==> config.mk <==
export PLATFORM = sky130hd
export DESIGN_NAME = pfrs_sched
export DESIGN_NICKNAME = d
export VERILOG_FILES = /design/src/rtl/pfrs_pkg.sv /design/src/rtl/pfrs_addr_map.sv /design/src/rtl/pfrs_sched.sv
export SDC_FILE = /design/constraint.sdc
export NUM_CORES = 1
export LEC_CHECK = 0
export ABC_AREA = 1
export BUFFER_PORTS_ARGS = -buffer_cell sky130_fd_sc_hd__buf_2
export CAP_MARGIN = 40
export CORE_ASPECT_RATIO = 0.5
export CORE_UTILIZATION = 32
export DETAILED_ROUTE_END_ITERATION = 10
export PLACE_DENSITY_LB_ADDON = 0.2
export RECOVER_POWER = 100
export SLEW_MARGIN = 20
export SYNTH_ARGS = -nofsm -noshare
export SYNTH_HDL_FRONTEND = slang
export SYNTH_SLANG_ARGS = --single-unit
==> constraint.sdc <==
create_clock -name mclk_i -period 5.5 [get_ports mclk_i]
set_clock_uncertainty 0.15 [all_clocks]
set_input_delay 1.65 -clock mclk_i [delete_from_list [all_inputs] [get_ports mclk_i]]
set_output_delay 1.65 -clock mclk_i [all_outputs]
set_load 0.1 [all_outputs]
==> src/rtl/pfrs_pkg.sv <==
// Purpose: Shared constants and helpers for the pipelined flash read scheduler
// Assumes: Scheduler clock is also the flash read clock (10 MHz, 100 ns period)
// Notes:   Times are kept in ns; cycle counts are derived from them
package pfrs_pkg;

  // Clock and flash timing
  localparam int CLK_PERIOD_NS  = 100;
  localparam int T_CHQV_NS      = 20;
  localparam int T_SETUP_DEF_NS = 4;
  localparam int T_PROP_DEF_NS  = 0;
  localparam int T_GHQZ_DEF_NS  = 20;

  // Widths and field positions
  localparam int CNT_W    = 4;
  localparam int LAT_W    = 3;
  localparam int LAT_MAX  = 7;
  localparam int WS_BIT   = 1;
  localparam int BYTE_BIT = 0;

  localparam logic [LAT_W-1:0] LAT_MIN     = 3'h1;
  localparam logic [CNT_W-1:0] CNT_SAT     = 4'hF;
  localparam logic [CNT_W-1:0] CNT_ONE     = 4'h1;
  localparam logic [CNT_W-1:0] CNT_ZERO    = 4'h0;

  typedef enum logic [1:0] {
    BK_RUN,
    BK_DRAIN,
    BK_GAP
  } pfrs_bank_state_t;

  // Least time rounded up to whole clocks, never below one clock
  function automatic int pfrs_ceil_cycles(input int ns);
    int c;
    c = (ns + CLK_PERIOD_NS - 1) / CLK_PERIOD_NS;
    return (c < 1) ? 1 : c;
  endfunction : pfrs_ceil_cycles

  function automatic logic [CNT_W-1:0] pfrs_max(input logic [CNT_W-1:0] a,
                                                input logic [CNT_W-1:0] b);
    return (a > b) ? a : b;
  endfunction : pfrs_max

endpackage : pfrs_pkg

==> src/rtl/pfrs_addr_map.sv <==
// Purpose: Low address bit routing between CPU address and flash address
// Assumes: Bit 0 is the byte-select line, bit 1 the word-select line
// Notes:   Used by the read path here; writes must share it so software sees one address map
`timescale 1ns/1ps
`default_nettype none

module pfrs_addr_map
  import pfrs_pkg::*;
#(
  parameter int AW = 21
) (
  // Mode
  input  wire logic          byte_mode_i,
  // Address
  input  wire logic [AW-1:0] addr_i,
  output logic      [AW-1:0] addr_o
);

  // In byte mode the two low lines swap, so a linear byte walk toggles the
  // word-select line every access; writes must use this same map so that
  // only off-board programming needs reordered images.
  always_comb begin
    addr_o = addr_i;
    if (byte_mode_i) begin
      addr_o[BYTE_BIT] = addr_i[WS_BIT];
      addr_o[WS_BIT]   = addr_i[BYTE_BIT];
    end
  end

endmodule : pfrs_addr_map

`default_nettype wire

==> src/rtl/pfrs_sched.sv <==
// Purpose: Host-side read scheduler for a synchronous pipelined flash
// Assumes: Flash runs on mclk_i; latency setting changes only when idle
// Notes:   Two banks selected by the top CPU address bit; reads only
//
// Operation
// - Controller drives address valid, enables itself
// - Alternating spacing: data valid, delay, setup
// - Round alternating spacing up to clocks
// - One-clock spacing issues on next edge
// - Longer spacing inserts idle address-valid cycles
// - Same spacing: max of latency, twice alternating
// - Latency two at 33 MHz: 1-0-0-0
// - Unchanged word-select uses same spacing only
// - Same accesses latency two: two clocks apart
// - Latency three at 40 MHz: three clocks
// - Byte mode swaps two lowest address bits
// - Byte walk presents 00, 10, 01, 11
// - Writes share the same address swap
// - Bank chosen by its own chip enable
// - Drain current bank before enabling another
// - Next output enable waits output-disable time
// - Burst needs guard only past bank size
// - Pipelined accesses may cross banks anywhere
`timescale 1ns/1ps
`default_nettype none

module pfrs_sched
  import pfrs_pkg::*;
#(
  parameter int CAW        = 22,
  parameter int DW         = 16,
  parameter int T_PROP_NS  = T_PROP_DEF_NS,
  parameter int T_SETUP_NS = T_SETUP_DEF_NS,
  parameter int T_GHQZ_NS  = T_GHQZ_DEF_NS
) (
  // Clock and reset
  input  wire logic             mclk_i,
  input  wire logic             reset_i,
  // Configuration
  input  wire logic             byte_mode_i,
  input  wire logic [LAT_W-1:0] read_latency_setting_i,
  // CPU request
  input  wire logic             req_valid_i,
  output logic                  req_ready_o,
  input  wire logic [CAW-1:0]   req_addr_i,
  // CPU response
  output logic                  rsp_valid_o,
  output logic      [DW-1:0]    rsp_data_o,
  // Flash pins
  output logic      [CAW-2:0]   flash_addr_o,
  output logic                  address_valid_n_o,
  output logic                  bank0_enable_n_o,
  output logic                  bank1_enable_n_o,
  output logic                  output_enable0_n_o,
  output logic                  output_enable1_n_o,
  input  wire logic [DW-1:0]    flash_data_i
);

  localparam int FAW = CAW - 1;

  // Alternating spacing from the flash data-valid time plus board terms
  localparam int ALT_CYC_I =
    pfrs_ceil_cycles(T_CHQV_NS + T_PROP_NS + T_SETUP_NS);
  localparam logic [CNT_W-1:0] ALT_CYC  = CNT_W'(ALT_CYC_I);
  localparam logic [CNT_W-1:0] GHQZ_CYC = CNT_W'(pfrs_ceil_cycles(T_GHQZ_NS));

  // Declarations
  logic [FAW-1:0]      mapped_addr;
  logic                req_bank;
  logic                req_ws;
  logic [LAT_W-1:0]    lat_eff;
  logic [CNT_W-1:0]    same_cyc;
  logic [CNT_W-1:0]    need_cyc;
  logic                issue;
  logic [LAT_MAX:0]    pend_d;
  logic                oe_on_d;

  logic [CNT_W-1:0]    since_q;
  logic                last_ws_q;
  logic [LAT_MAX:0]    pend_q;
  pfrs_bank_state_t    bstate_q;
  logic                active_bank_q;
  logic                target_bank_q;
  logic [CNT_W-1:0]    gap_cnt_q;
  logic [FAW-1:0]      flash_addr_q;
  logic                adv_n_q;
  logic                ce0_n_q;
  logic                ce1_n_q;
  logic                oe0_n_q;
  logic                oe1_n_q;
  logic                rsp_valid_q;
  logic [DW-1:0]       rsp_data_q;

  pfrs_addr_map #(
    .AW          (FAW)
  ) u_addr_map (
    .byte_mode_i (byte_mode_i),
    .addr_i      (req_addr_i[FAW-1:0]),
    .addr_o      (mapped_addr)
  );

  assign req_bank = req_addr_i[CAW-1];
  assign req_ws   = mapped_addr[WS_BIT];
  // A zero setting is not meaningful for the part; treat it as one clock
  assign lat_eff  = (read_latency_setting_i < LAT_MIN) ? LAT_MIN : read_latency_setting_i;

  // Same spacing is the larger of the latency and two alternating spacings
  always_comb begin
    same_cyc = pfrs_max(CNT_W'(lat_eff), CNT_W'(ALT_CYC << 1));
    need_cyc = (req_ws != last_ws_q) ? ALT_CYC : same_cyc;
  end

  // since_q counts clocks since the last access; idle clocks in between
  // are the stretch cycles with address valid held inactive.
  assign req_ready_o = (bstate_q == BK_RUN) && (req_bank == active_bank_q)
                       && (since_q >= need_cyc);
  assign issue       = req_valid_i && req_ready_o;

  always_ff @(posedge mclk_i) begin
    if (reset_i) begin
      since_q <= CNT_SAT;
    end else if (issue) begin
      since_q <= CNT_ONE;
    end else if (since_q != CNT_SAT) begin
      since_q <= since_q + CNT_ONE;
    end
  end

  always_ff @(posedge mclk_i) begin
    if (reset_i) begin
      last_ws_q <= 1'b0;
    end else if (issue) begin
      last_ws_q <= req_ws;
    end
  end

  // Outstanding reads: a bit walks down from the latency slot to zero,
  // where the data beat is captured.
  always_comb begin
    pend_d = {1'b0, pend_q[LAT_MAX:1]};
    if (issue) begin
      pend_d[lat_eff] = 1'b1;
    end
    oe_on_d = (pend_d != '0);
  end

  always_ff @(posedge mclk_i) begin
    if (reset_i) begin
      pend_q <= '0;
    end else begin
      pend_q <= pend_d;
    end
  end

  // Bank crossing guard, applied on every change since a pipelined bus
  // may bounce between banks; a burst only reaches it past a bank end.
  always_ff @(posedge mclk_i) begin
    if (reset_i) begin
      bstate_q      <= BK_RUN;
      active_bank_q <= 1'b0;
      target_bank_q <= 1'b0;
      gap_cnt_q     <= CNT_ZERO;
    end else begin
      case (bstate_q)
        BK_RUN: begin
          if (req_valid_i && (req_bank != active_bank_q)) begin
            bstate_q      <= BK_DRAIN;
            target_bank_q <= req_bank;
          end
        end
        BK_DRAIN: begin
          if (pend_q == '0) begin
            bstate_q  <= BK_GAP;
            gap_cnt_q <= CNT_ONE;
          end
        end
        BK_GAP: begin
          if (gap_cnt_q >= GHQZ_CYC) begin
            bstate_q      <= BK_RUN;
            active_bank_q <= target_bank_q;
          end else begin
            gap_cnt_q <= gap_cnt_q + CNT_ONE;
          end
        end
        default: begin
          bstate_q <= BK_RUN;
        end
      endcase
    end
  end

  // Flash pins come straight from flops so setup to the flash clock holds
  always_ff @(posedge mclk_i) begin
    if (reset_i) begin
      adv_n_q      <= 1'b1;
      flash_addr_q <= '0;
    end else begin
      adv_n_q <= !issue;
      if (issue) begin
        flash_addr_q <= mapped_addr;
      end
    end
  end

  always_ff @(posedge mclk_i) begin
    if (reset_i) begin
      ce0_n_q <= 1'b1;
      ce1_n_q <= 1'b1;
      oe0_n_q <= 1'b1;
      oe1_n_q <= 1'b1;
    end else begin
      ce0_n_q <= !(oe_on_d && !active_bank_q);
      ce1_n_q <= !(oe_on_d && active_bank_q);
      oe0_n_q <= !(oe_on_d && !active_bank_q);
      oe1_n_q <= !(oe_on_d && active_bank_q);
    end
  end

  always_ff @(posedge mclk_i) begin
    if (reset_i) begin
      rsp_valid_q <= 1'b0;
      rsp_data_q  <= '0;
    end else begin
      rsp_valid_q <= pend_q[0];
      if (pend_q[0]) begin
        rsp_data_q <= flash_data_i;
      end
    end
  end

  assign rsp_valid_o        = rsp_valid_q;
  assign rsp_data_o         = rsp_data_q;
  assign flash_addr_o       = flash_addr_q;
  assign address_valid_n_o  = adv_n_q;
  assign bank0_enable_n_o   = ce0_n_q;
  assign bank1_enable_n_o   = ce1_n_q;
  assign output_enable0_n_o = oe0_n_q;
  assign output_enable1_n_o = oe1_n_q;

  // Helper state watching the pins only
  logic [CNT_W-1:0] adv_gap_h;
  logic             prev_ws_h;
  logic [CNT_W-1:0] oe_off_h;
  logic             last_oe_bank_h;

  // Remembers which bank drove last, so only a true hand-over is timed
  always_ff @(posedge mclk_i) begin
    if (reset_i) begin
      adv_gap_h      <= CNT_SAT;
      prev_ws_h      <= 1'b0;
      oe_off_h       <= CNT_SAT;
      last_oe_bank_h <= 1'b0;
    end else begin
      if (!output_enable0_n_o) begin
        last_oe_bank_h <= 1'b0;
      end else if (!output_enable1_n_o) begin
        last_oe_bank_h <= 1'b1;
      end
      if (!address_valid_n_o) begin
        adv_gap_h <= CNT_ONE;
        prev_ws_h <= flash_addr_o[WS_BIT];
      end else if (adv_gap_h != CNT_SAT) begin
        adv_gap_h <= adv_gap_h + CNT_ONE;
      end
      if (!output_enable0_n_o || !output_enable1_n_o) begin
        oe_off_h <= CNT_ZERO;
      end else if (oe_off_h != CNT_SAT) begin
        oe_off_h <= oe_off_h + CNT_ONE;
      end
    end
  end

  AST_ALT_SPACING: assert property (@(posedge mclk_i) disable iff (reset_i)
    (!address_valid_n_o && flash_addr_o[WS_BIT] != prev_ws_h) |-> adv_gap_h >= ALT_CYC)
    else $error("alternating access issued too early");

  AST_SAME_SPACING: assert property (@(posedge mclk_i) disable iff (reset_i)
    (!address_valid_n_o && flash_addr_o[WS_BIT] == prev_ws_h) |-> adv_gap_h >= same_cyc)
    else $error("same word-select access issued too early");

  AST_LAT2_DATA: assert property (@(posedge mclk_i) disable iff (reset_i)
    (!address_valid_n_o && lat_eff == 3'h2) |-> ##3 rsp_valid_o)
    else $error("latency two beat not returned on time");

  AST_LAT3_DATA: assert property (@(posedge mclk_i) disable iff (reset_i)
    (!address_valid_n_o && lat_eff == 3'h3) |-> ##4 rsp_valid_o)
    else $error("latency three beat not returned on time");

  AST_BYTE_SWAP: assert property (@(posedge mclk_i) disable iff (reset_i)
    (issue && byte_mode_i) |=> (flash_addr_o[WS_BIT] == $past(req_addr_i[BYTE_BIT])
      && flash_addr_o[BYTE_BIT] == $past(req_addr_i[WS_BIT]) && !address_valid_n_o))
    else $error("byte mode address swap wrong");

  AST_WORD_ADDR: assert property (@(posedge mclk_i) disable iff (reset_i)
    (issue && !byte_mode_i) |=> (flash_addr_o == $past(req_addr_i[FAW-1:0])
      && !address_valid_n_o))
    else $error("word mode address not passed through");

  AST_ONE_OE: assert property (@(posedge mclk_i) disable iff (reset_i)
    !(!output_enable0_n_o && !output_enable1_n_o))
    else $error("both bank output enables active");

  AST_OE_GAP: assert property (@(posedge mclk_i) disable iff (reset_i)
    (($fell(output_enable0_n_o) && last_oe_bank_h)
      || ($fell(output_enable1_n_o) && !last_oe_bank_h))
      |-> oe_off_h > GHQZ_CYC)
    else $error("output enable reasserted before disable time");

  AST_ADV_BANK: assert property (@(posedge mclk_i) disable iff (reset_i)
    !address_valid_n_o |-> (bank0_enable_n_o != bank1_enable_n_o))
    else $error("access without exactly one bank enable");

  AST_DRAINED: assert property (@(posedge mclk_i) disable iff (reset_i)
    (bstate_q == BK_GAP) |-> (pend_q == '0 && output_enable0_n_o && output_enable1_n_o))
    else $error("bank switch before old bank drained");

endmodule : pfrs_sched

`default_nettype wire

==> summary.md, run 1 <==
| Metric | Value |
|---|---|
| Status | finished with violations |
| Failing checks | capacitance limit, slew limit |
| First-pass GRT wire length | 9073 um |
| FF+latch count, synth | 61 |
| Core ar. | 7487 um2 |
| Crit-path max FO | 6 |
| Critical path class | in2out |
| Filler cell count | 796 |
| Unrepaired setup endpoints after global routing | false |
| CP Capture Type | output port |
| DP HPWL | 3805 um |
| Period minus WS final | 5.148 ns |
| Most common cell after layout, fill and taps aside | nand2_1 |
| Die height | 64.83 um |
| CTS buffer count | 9 |
| Setup bufs post-CTS | 0 |
| R2R setup slack | 2.73 ns |
| Most frequent cells in the layout | nand2_1, dfxtp_1, nor2_1 |
| Max-slew violation count | 38 |
| Syn_area_per_cell | 7.541 um2 |
| Routed WL | 5509 um |
| Die Area | 8275 um2 |
| DR WL/cell | 10.36 um |
| Synth Instances | 335 |
| Worst hold path class | reg2reg |
| Overall routing resource usage | 0.1435 |
| Top post-synthesis cells by area | dfxtp_1, nand2_1, nor2_1 |
| CTS sink cnt | 61 |
| Final Hold Viols | 0 |
| Worst Setup SP | req_addr_i[1] |
| Post-route insts no fill | 532 |
| Routability-driven placement congestion ratio | 0.8070 |
| Pwr Density | 437.9 nW/um2 |
| Reg clk slew, reported paths | 0.05 ns |
| I/O Pins | 89 |
| Largest net degree at the start of global routing | 38 |
| CTS resizes | 0 |
| CTS max path bufs | 2 |
| Max Cap Viol | 1 |
| H-tree Lvls | 3 |
| Hold Crit Depth | 2 |
| Static leakage | 1.479 nW |
| Reg2Reg Launch Point | flash_addr_o[1] |
| Rel. slew slack | -0.1663 |
| Clk root buf | clkbuf_16 |
| Worst-Skew Late Latency | 0.32 ns |
| Antenna Nets Post-Route | 0 |
| Die W | 127.7 um |
| Max Fclk | 194.3 MHz |
| Syn_nets | 387 |
| Starting Density | 0.3374 |
| Worst Path Arrival | 3.35 ns |
| Least-Margin Pin Slew | 1.749 ns |
| Worst setup path end | req_ready_o |
| Reg2reg path depth | 12 |
| Drt first pass iters | 4 |
| Cell Rows | 22 |
| R2R Path End | flash_addr_o[1] |
| CTS tree | built |
| Top cell type's share of synthesized area | 0.4834 |
| Tcrit/Tclk final | 0.9359 |
| Residual DRC count | 0 |
| Starting DRT DRC Count | 111 |
| Setup TNS | 0 ns |
| Synth warn | 0 |
| Via/cell ratio | 4.321 |
| # diodes | 0 |
| Synthesized cell area | 2526 um2 |
| Final setup fails | 0 |
| Total grt overflow | 0 |
| Peak VDD IR | 0.0002156 V |
| Post-synthesis sequential area ratio | 0.4834 |
| Area Overhead vs Synth | 28.78% |
| Hold buffers post-CTS | 0 |
| Worst EP required | 3.70 ns |
| Number of global-route vias before repair | 2048 |
| Initial antenna violation count | 0 |
| Synth area leader | dfxtp_1 |
| Final #Nets | 471 |
| Placed Instances | 516 |
| Yosys cell types | 25 |
| CP Launch Type | primary input |
| Layout cell share with drive strength beyond 1 | 0.1675 |
| PortBufs | 88 |
| DR vias | 2299 |
-- synthesized netlist by cell type --
cell and count:
a21oi_1 29, inv_2 4, nor2_1 60, nor2_8 1, nand3_2 2, nand3b_1 1
ha_1 7, xor2_1 1, dfxtp_1 61, o21ai_0 25, or2_2 2, nand2_1 70
nand4_1 9, nand2_4 1, nand2_2 2, nor2_4 1, clkbuf_1 6, a21oi_2 1
buf_1 2, nand3_1 8, nor3_1 2, o211ai_1 1, buf_4 3, buf_6 4
inv_1 32
-- flip-flops by register name, indices dropped and copies added (netlist names) --
signal              count
active_bank_q           1
address_valid_n_o       1
bstate_q                2
flash_addr_o           21
gap_cnt_q               4
output_enable0_n_o      1
output_enable1_n_o      1
pend_q                  8
rsp_data_o             16
rsp_valid_o             1
since_q                 4
target_bank_q           1
-- worst min-delay path by stage --
stage / start / slack [ns] / endpoint
2_1_floorplan: gap_cnt_q[3] / 0.27 / gap_cnt_q[3]
4_1_cts: gap_cnt_q[3] / 0.30 / gap_cnt_q[3]
6_report: gap_cnt_q[3] / 0.29 / gap_cnt_q[3]
3_5_place_dp: gap_cnt_q[3] / 0.29 / gap_cnt_q[3]
3_3_place_gp: gap_cnt_q[3] / 0.28 / gap_cnt_q[3]
5_1_grt: gap_cnt_q[3] / 0.31 / gap_cnt_q[3]
-- metrics by stage --
stage / setup slack, ns / area (um2) / power, mW / hold WS [ns] / util
2_1_floorplan: 0.2877 / 2526 / 0.8256 / 0.2669 / -
3_3_place_gp: 0.3609 / 3019 / 0.8931 / 0.2839 / 0.4032
3_5_place_dp: 0.3523 / 3019 / 0.8942 / 0.2892 / 0.4032
4_1_cts: 0.3431 / 3312 / 1.452 / 0.2985 / 0.4423
5_1_grt: 0.1013 / 3253 / 1.505 / 0.3117 / 0.4345
6_report: 0.3524 / 3253 / 1.425 / 0.2916 / 0.4345
-- critical path, stage by stage --
cell	delay, ns
buf_2	0.10
inv_1	0.06
nor2_1	0.04
a21oi_1	0.17
xor2_1	0.25
nand2_1	0.09
ha_1	0.31
nand2_1	0.07
nand2_1	0.04
nand2_1	0.06
nand3_2	0.14
nand2_4	0.13
inv_1	0.07
buf_12	0.16
-- cell type report --
type                            count  area (um2)  area share
Tap cell                          108       135.1     0.04154
Multi-Input combinational cell    223        1069      0.3285
Inverter                           36       135.1     0.04154
Sequential cell                    61        1221      0.3754
Clock inverter                      5       50.05     0.01538
Timing Repair Buffer               88       400.4      0.1231
Clock buffer                       11       242.7     0.07462
-- routing by layer --
metal	GRT usage	wire length, um
met4	0.06324	58
met1	0.1700	2665
met2	0.2275	2482
met3	0.06193	302
met5	0	0
-- logic make-up (layout without fill, tap and decap cells) --
| group | after synthesis | in the layout | synth area share |
|---|---|---|---|
| flip-flops | 61 | 61 | 0.4834 |
| adder cells (fa/ha/maj) | 7 | 7 | 0.03467 |
| XOR/XNOR | 1 | 1 | 0.003468 |
| AND/OR/NAND/NOR | 159 | 159 | 0.2729 |
| AO/OA/AOI/OAI | 56 | 56 | 0.1134 |
| buffers and inverters | 51 | 140 | 0.09212 |
-- power breakdown --
part	leakage, nW	internal (mW)	switching, mW	total [mW]
Clock	0.149	0.359	0.186	0.545
Sequential	0.496	0.480	0.0285	0.508
Combinational	0.834	0.0921	0.279	0.371
Total	1.48	0.931	0.494	1.42
No activity file was read; power rests on OpenSTA's default activity.
==> run 2, diff against run 1 <==
--- a/config.mk
+++ b/config.mk
@@ -11,7 +11,7 @@
 export CORE_ASPECT_RATIO = 0.5
 export CORE_UTILIZATION = 32
 export DETAILED_ROUTE_END_ITERATION = 10
-export PLACE_DENSITY_LB_ADDON = 0.2
+export PLACE_DENSITY = 0.54
 export RECOVER_POWER = 100
 export SLEW_MARGIN = 20
 export SYNTH_ARGS = -nofsm -noshare
==> summary.md, run 2 (synthesis gave the netlist of run 1 again) <==
| Metric | Value |
|---|---|
| Tcrit/Tclk final | 0.9420 |
| CP Capture Type | output port |
| DR vias | 2306 |
| CTS resizes | 0 |
| CTS max path bufs | 2 |
| DR WL/cell | 10.46 um |
| Critical path class | in2out |
| Hold buffers post-CTS | 0 |
| Clk root buf | clkbuf_16 |
| CTS sink cnt | 61 |
| Period minus WS final | 5.181 ns |
| Crit-path max FO | 6 |
| Max FFs per register | 21 |
| Most frequent cells in the layout | nand2_1, dfxtp_1, nor2_1 |
| Crit-path most repeated cell | inv_1 |
| CP max stage cell | ha_1 |
| Power Internal | 0.9000 mW |
| Final Util | 0.4318 |
| Final setup fails | 0 |
| Worst EP required | 3.70 ns |
| Die W | 127.7 um |
| Least-Margin Pin Slew | 1.683 ns |
| Max Cap Viol | 1 |
| Worst Setup SP | req_addr_i[1] |
| Routability-driven placement congestion ratio | 0.8152 |
| Starting Density | 0.3374 |
| DP HPWL | 3911 um |
| Drt first pass iters | 4 |
| Die Area | 8275 um2 |
| # diodes | 0 |
| Net Switching | 0.4849 mW |
| Total grt overflow | 0 |
| Setup bufs post-CTS | 0 |
| First-pass GRT wire length | 9446 um |
| Worst hold path class | reg2reg |
| Max Fclk | 193.0 MHz |
| R2R Path End | flash_addr_o[1] |
| Core ar. | 7487 um2 |
| Residual DRC count | 0 |
| Starting DRT DRC Count | 110 |
| Seq pwr share | 0.367 |
| Cell chain of the critical path | buf_2 -> inv_1 -> nor2_1 -> a21oi_1 -> xor2_1 -> o21ai_0 -> ha_1 -> nand4_1 -> nand3_2 -> nand2_4 -> inv_1 -> buf_12 |
| Largest net degree at the start of global routing | 38 |
| Overall routing resource usage | 0.1492 |
| CP max stage delay | 0.29 ns |
| CP Launch Type | primary input |
| Reg2Reg Launch Point | flash_addr_o[1] |
| Initial antenna violation count | 0 |
| Finished layout cell area | 3233 um2 |
| Layout cell share with drive strength beyond 1 | 0.1604 |
| H-tree Lvls | 3 |
| Pwr Density | 428.3 nW/um2 |
| Unrepaired setup endpoints after global routing | false |
| Antenna Nets Post-Route | 0 |
| Number of global-route vias before repair | 2061 |
| Reg2reg path depth | 12 |
| CTS buffer count | 9 |
| Peak VDD IR | 0.0001728 V |
| Setup TNS | 0 ns |
| Final Hold Viols | 0 |
| CTS tree | built |
| Max-slew violation count | 38 |
| R2R setup slack | 2.69 ns |
| Comb power frac | 0.266 |
| Sw Share | 0.3501 |
| PortBufs | 88 |
| Reg clk slew, reported paths | 0.05 ns |
| Worst Path Arrival | 3.38 ns |
| Failing checks | capacitance limit, slew limit |
| Status | finished with violations |
| Worst setup path end | req_ready_o |
| Rel. slew slack | -0.1221 |
| Static leakage | 1.464 nW |
| Most common cell after layout, fill and taps aside | nand2_1 |
| Via/cell ratio | 4.335 |
| Routed WL | 5563 um |
| Clock network fraction of design power | 0.366 |
| Die height | 64.83 um |
| Final #Nets | 471 |
| I/O Pins | 89 |
| Worst-Skew Late Latency | 0.32 ns |
| Area Overhead vs Synth | 27.98% |
| Dpl cell area | 3019 um2 |
| Cell Rows | 22 |
run 2: cell types whose count changed in the layout (fill, tap and decap cells not counted), sizes merged:
cell,delta
bufinv,-1
clkinv,-3
clkbuf,+4
run 2: layer usage:
metal	vias to the layer above	GRT usage	wire length (um)
met5	-	0	0
met4	0	0.07059	87
met3	10	0.05863	326
met2	53	0.2268	2483
met1	1012	0.1859	2665
li1	1231	-	-
run 2: power by group through the flow:
stage / logic (mW) / clock network (mW) / registers, mW
6_report: 0.369 / 0.507 / 0.508
5_1_grt: 0.407 / 0.550 / 0.514
4_1_cts: 0.379 / 0.527 / 0.508
3_5_place_dp: 0.378 / 0 / 0.516
3_3_place_gp: 0.377 / 0 / 0.517
2_1_floorplan: 0.192 / 0 / 0.633
run 2: stage by stage:
step           hold slack, ns  setup WS (ns)  cells  total power, mW
5_1_grt                0.3224         0.1060    532            1.471
3_3_place_gp           0.2783         0.3674    516           0.8940
4_1_cts                0.2902         0.3240    532            1.414
3_5_place_dp           0.2825         0.3325    516           0.8947
2_1_floorplan          0.2669         0.2877    335           0.8256
6_report               0.2852         0.3191    532            1.385
run 2: final cells by class:
| class | instances | area [um2] |
|---|---|---|
| Inverter | 36 | 135.1 |
| Timing Repair Buffer | 88 | 400.4 |
| Clock inverter | 1 | 5.005 |
| Tap cell | 108 | 135.1 |
| Fill cell | 823 | 4254 |
| Sequential cell | 61 | 1221 |
| Clock buffer | 15 | 267.8 |
| Multi-Input combinational cell | 223 | 1069 |
run 2: worst min-delay path by stage:
stage / cells after the start / end / start
floorplan: 2 / gap_cnt_q[3] / gap_cnt_q[3]
global route: 2 / gap_cnt_q[3] / gap_cnt_q[3]
CTS: 2 / gap_cnt_q[3] / gap_cnt_q[3]
detailed placement: 2 / gap_cnt_q[3] / gap_cnt_q[3]
global placement: 2 / gap_cnt_q[3] / gap_cnt_q[3]
finish: 2 / gap_cnt_q[3] / gap_cnt_q[3]
run 2: critical path: cells and delay by family:
family,cells,cell delay (ns)
AO/OA/AOI/OAI,2,0.33
XOR/XNOR,1,0.27
adder cells (fa/ha/maj),1,0.29
buffers and inverters,4,0.39
AND/OR/NAND/NOR,4,0.45
==> run 3, diff against run 2 <==
--- a/config.mk
+++ b/config.mk
@@ -5,12 +5,12 @@
 export SDC_FILE = /design/constraint.sdc
 export NUM_CORES = 1
 export LEC_CHECK = 0
-export ABC_AREA = 1
 export BUFFER_PORTS_ARGS = -buffer_cell sky130_fd_sc_hd__buf_2
-export CAP_MARGIN = 40
+export CAP_MARGIN = 10
 export CORE_ASPECT_RATIO = 0.5
 export CORE_UTILIZATION = 32
 export DETAILED_ROUTE_END_ITERATION = 10
+export MAX_ROUTING_LAYER = met4
 export PLACE_DENSITY = 0.54
 export RECOVER_POWER = 100
 export SLEW_MARGIN = 20
==> summary.md, run 3 <==
| Metric | Value |
|---|---|
| Reg clk slew, reported paths | 0.05 ns |
| FF+latch count, synth | 61 |
| Least-Margin Pin Slew | 2.627 ns |
| Static leakage | 1.240 nW |
| Via/cell ratio | 4.774 |
| Starting Density | 0.3387 |
| PortBufs | 88 |
| Routability-driven placement congestion ratio | 0.7859 |
| Final Hold Viols | 0 |
| Worst Setup SP | byte_mode_i |
| Total grt overflow | 0 |
| Synth warn | 0 |
| Failing checks | capacitance limit, slew limit |
| Core ar. | 7515 um2 |
| Synthesized cell area | 2545 um2 |
| Worst hold path class | reg2reg |
| CP Launch Type | primary input |
| Synth Instances | 274 |
| Tcrit/Tclk final | 0.9698 |
| Die height | 65.06 um |
| Post-synth top cells | dfxtp_1, a21oi_1, o21ai_0 |
| Yosys cell types | 44 |
| Initial antenna violation count | 0 |
| Reg2Reg Launch Point | flash_addr_o[1] |
| Setup bufs post-CTS | 0 |
| Period minus WS final | 5.334 ns |
| Starting DRT DRC Count | 125 |
| CTS resizes | 0 |
| Cell Rows | 22 |
| Overall routing resource usage | 0.1596 |
| Power Internal | 0.9396 mW |
| Critical path class | in2out |
| Dpl cell area | 3059 um2 |
| Max FFs per register | 21 |
| Pwr Density | 421.7 nW/um2 |
| Most frequent cells in the layout | dfxtp_1, clkbuf_1, buf_2 |
| Worst Path Arrival | 3.53 ns |
| Synth Flop Type | dfxtp_1 |
| Clk root buf | clkbuf_16 |
| Die W | 128.1 um |
| Post-synthesis sequential area ratio | 0.4798 |
| FFs w/ async S/R, synth | 0 |
| # diodes | 0 |
| Worst EP required | 3.70 ns |
| First-pass GRT wire length | 9832 um |
| Layout cell share with drive strength beyond 1 | 0.1877 |
| CTS sink cnt | 61 |
| Count leader, synth | dfxtp_1 |
| CTS max path bufs | 2 |
| Die Area | 8335 um2 |
| Area Overhead vs Synth | 29.50% |
| Final #Nets | 405 |
| Filler cell count | 754 |
| DP HPWL | 3992 um |
| Top cell type's share of synthesized area | 0.4798 |
| Syn_nets | 326 |
| Comb power frac | 0.233 |
| Largest net degree at the start of global routing | 64 |
| DR vias | 2220 |
| Top post-synthesis cells by area | dfxtp_1, mux2i_1, a21oi_1 |
| DR WL/cell | 12.66 um |
| Unrepaired setup endpoints after global routing | false |
| Peak VDD IR | 0.0001440 V |
| Routed WL | 5885 um |
| Worst-Skew Late Latency | 0.32 ns |
| Max Cap Viol | 1 |
| CTS tree | built |
| Max-slew violation count | 64 |
| CTS buffer count | 9 |
| Hold buffers post-CTS | 0 |
| Rel. slew slack | -0.7512 |
| Crit-path max FO | 3 |
| Syn_area_per_cell | 9.288 um2 |
| Finished layout cell area | 3296 um2 |
| Net Switching | 0.4502 mW |
| Seq pwr share | 0.361 |
| Drt first pass iters | 4 |
| Setup TNS | 0 ns |
| Synth area leader | dfxtp_1 |
| Antenna Nets Post-Route | 0 |
| Final setup fails | 0 |
| Max Fclk | 187.5 MHz |
| Residual DRC count | 0 |
| CP Capture Type | output port |
| Number of global-route vias before repair | 2183 |
| I/O Pins | 89 |
| Sw Share | 0.3239 |
| Most common cell after layout, fill and taps aside | dfxtp_1 |
| Post-synth EDFFs | 0 |
| H-tree Lvls | 3 |
| Status | finished with violations |
| Hold path startpoint | pend_q[1] |
| Clock network fraction of design power | 0.406 |
-- run 3: cell count changes in the layout (fill, tap and decap cells not counted), moves of 9 or more --
cell,delta
nand2_1,-64
inv_1,-24
mux2i_1,+20
nand3_1,+15
nand4_1,-9
nor2_1,-36
-- run 3: kinds of logic (layout without fill, tap and decap cells) --
kind of cell | after synthesis | after routing | synth area share
AND/OR/NAND/NOR | 80 | 80 | 0.1691
flip-flops | 61 | 61 | 0.4798
adder cells (fa/ha/maj) | 7 | 7 | 0.03441
multiplexers | 21 | 21 | 0.08260
XOR/XNOR | 3 | 3 | 0.01328
AO/OA/AOI/OAI | 71 | 71 | 0.1608
buffers and inverters | 31 | 114 | 0.05998
-- run 3: per-layer routing --
layer	vias to the layer above	share of wire	wire length [um]	GRT usage
met2	55	0.47	2755	0.2738
li1	1118	-	-	-
met4	0	0.013	74	0.06618
met5	-	0	0	-
met1	1040	0.47	2768	0.1705
met3	7	0.049	287	0.05533
-- run 3: layout make-up --
cell class | instances | area, um2 | area share
multi-input combinational | 182 | 1196 | 0.3629
clock buffer | 12 | 256.5 | 0.07783
tap | 108 | 135.1 | 0.04100
timing repair buffer | 90 | 407.9 | 0.1238
clock inverter | 3 | 45.04 | 0.01367
inverter | 9 | 33.78 | 0.01025
sequential | 61 | 1221 | 0.3705
-- run 3: critical path: stages --
cell and delay (ns):
buf_2 0.13, mux2i_4 0.25, xor2_1 0.28, o21ai_1 0.12, ha_1 0.28, nand2_1 0.06, o21a_1 0.21, nor4_4 0.34
buf_12 0.21
-- run 3: worst paths after layout --
check	to	slack, ns	cells after the start
max	req_ready_o	0.17	9
min	pend_q[0]	0.32	1
max reg2reg	pend_q[2]	2.19	8
min reg2reg	pend_q[0]	0.32	1
-- run 3: power groups by stage --
stage,combinational [mW],sequential [mW],clock (mW)
3_5_place_dp,0.333,0.509,0
2_1_floorplan,0.176,0.598,0
4_1_cts,0.333,0.501,0.580
3_3_place_gp,0.327,0.508,0
5_1_grt,0.353,0.507,0.604
6_report,0.324,0.501,0.565
-- run 3: metrics by stage --
| step | hold slack [ns] | worst slack [ns] | total power [mW] | cells | util |
|---|---|---|---|---|---|
| after floorplan | 0.2694 | -0.2389 | 0.7740 | 274 | - |
| after global placement | 0.2985 | 0.1869 | 0.8348 | 450 | 0.4071 |
| after detailed placement | 0.3035 | 0.1531 | 0.8422 | 450 | 0.4071 |
| after CTS | 0.3172 | 0.1466 | 1.414 | 465 | 0.4472 |
| after global routing | 0.3173 | 0.007395 | 1.464 | 465 | 0.4386 |
| final | 0.3150 | 0.1660 | 1.390 | 465 | 0.4386 |
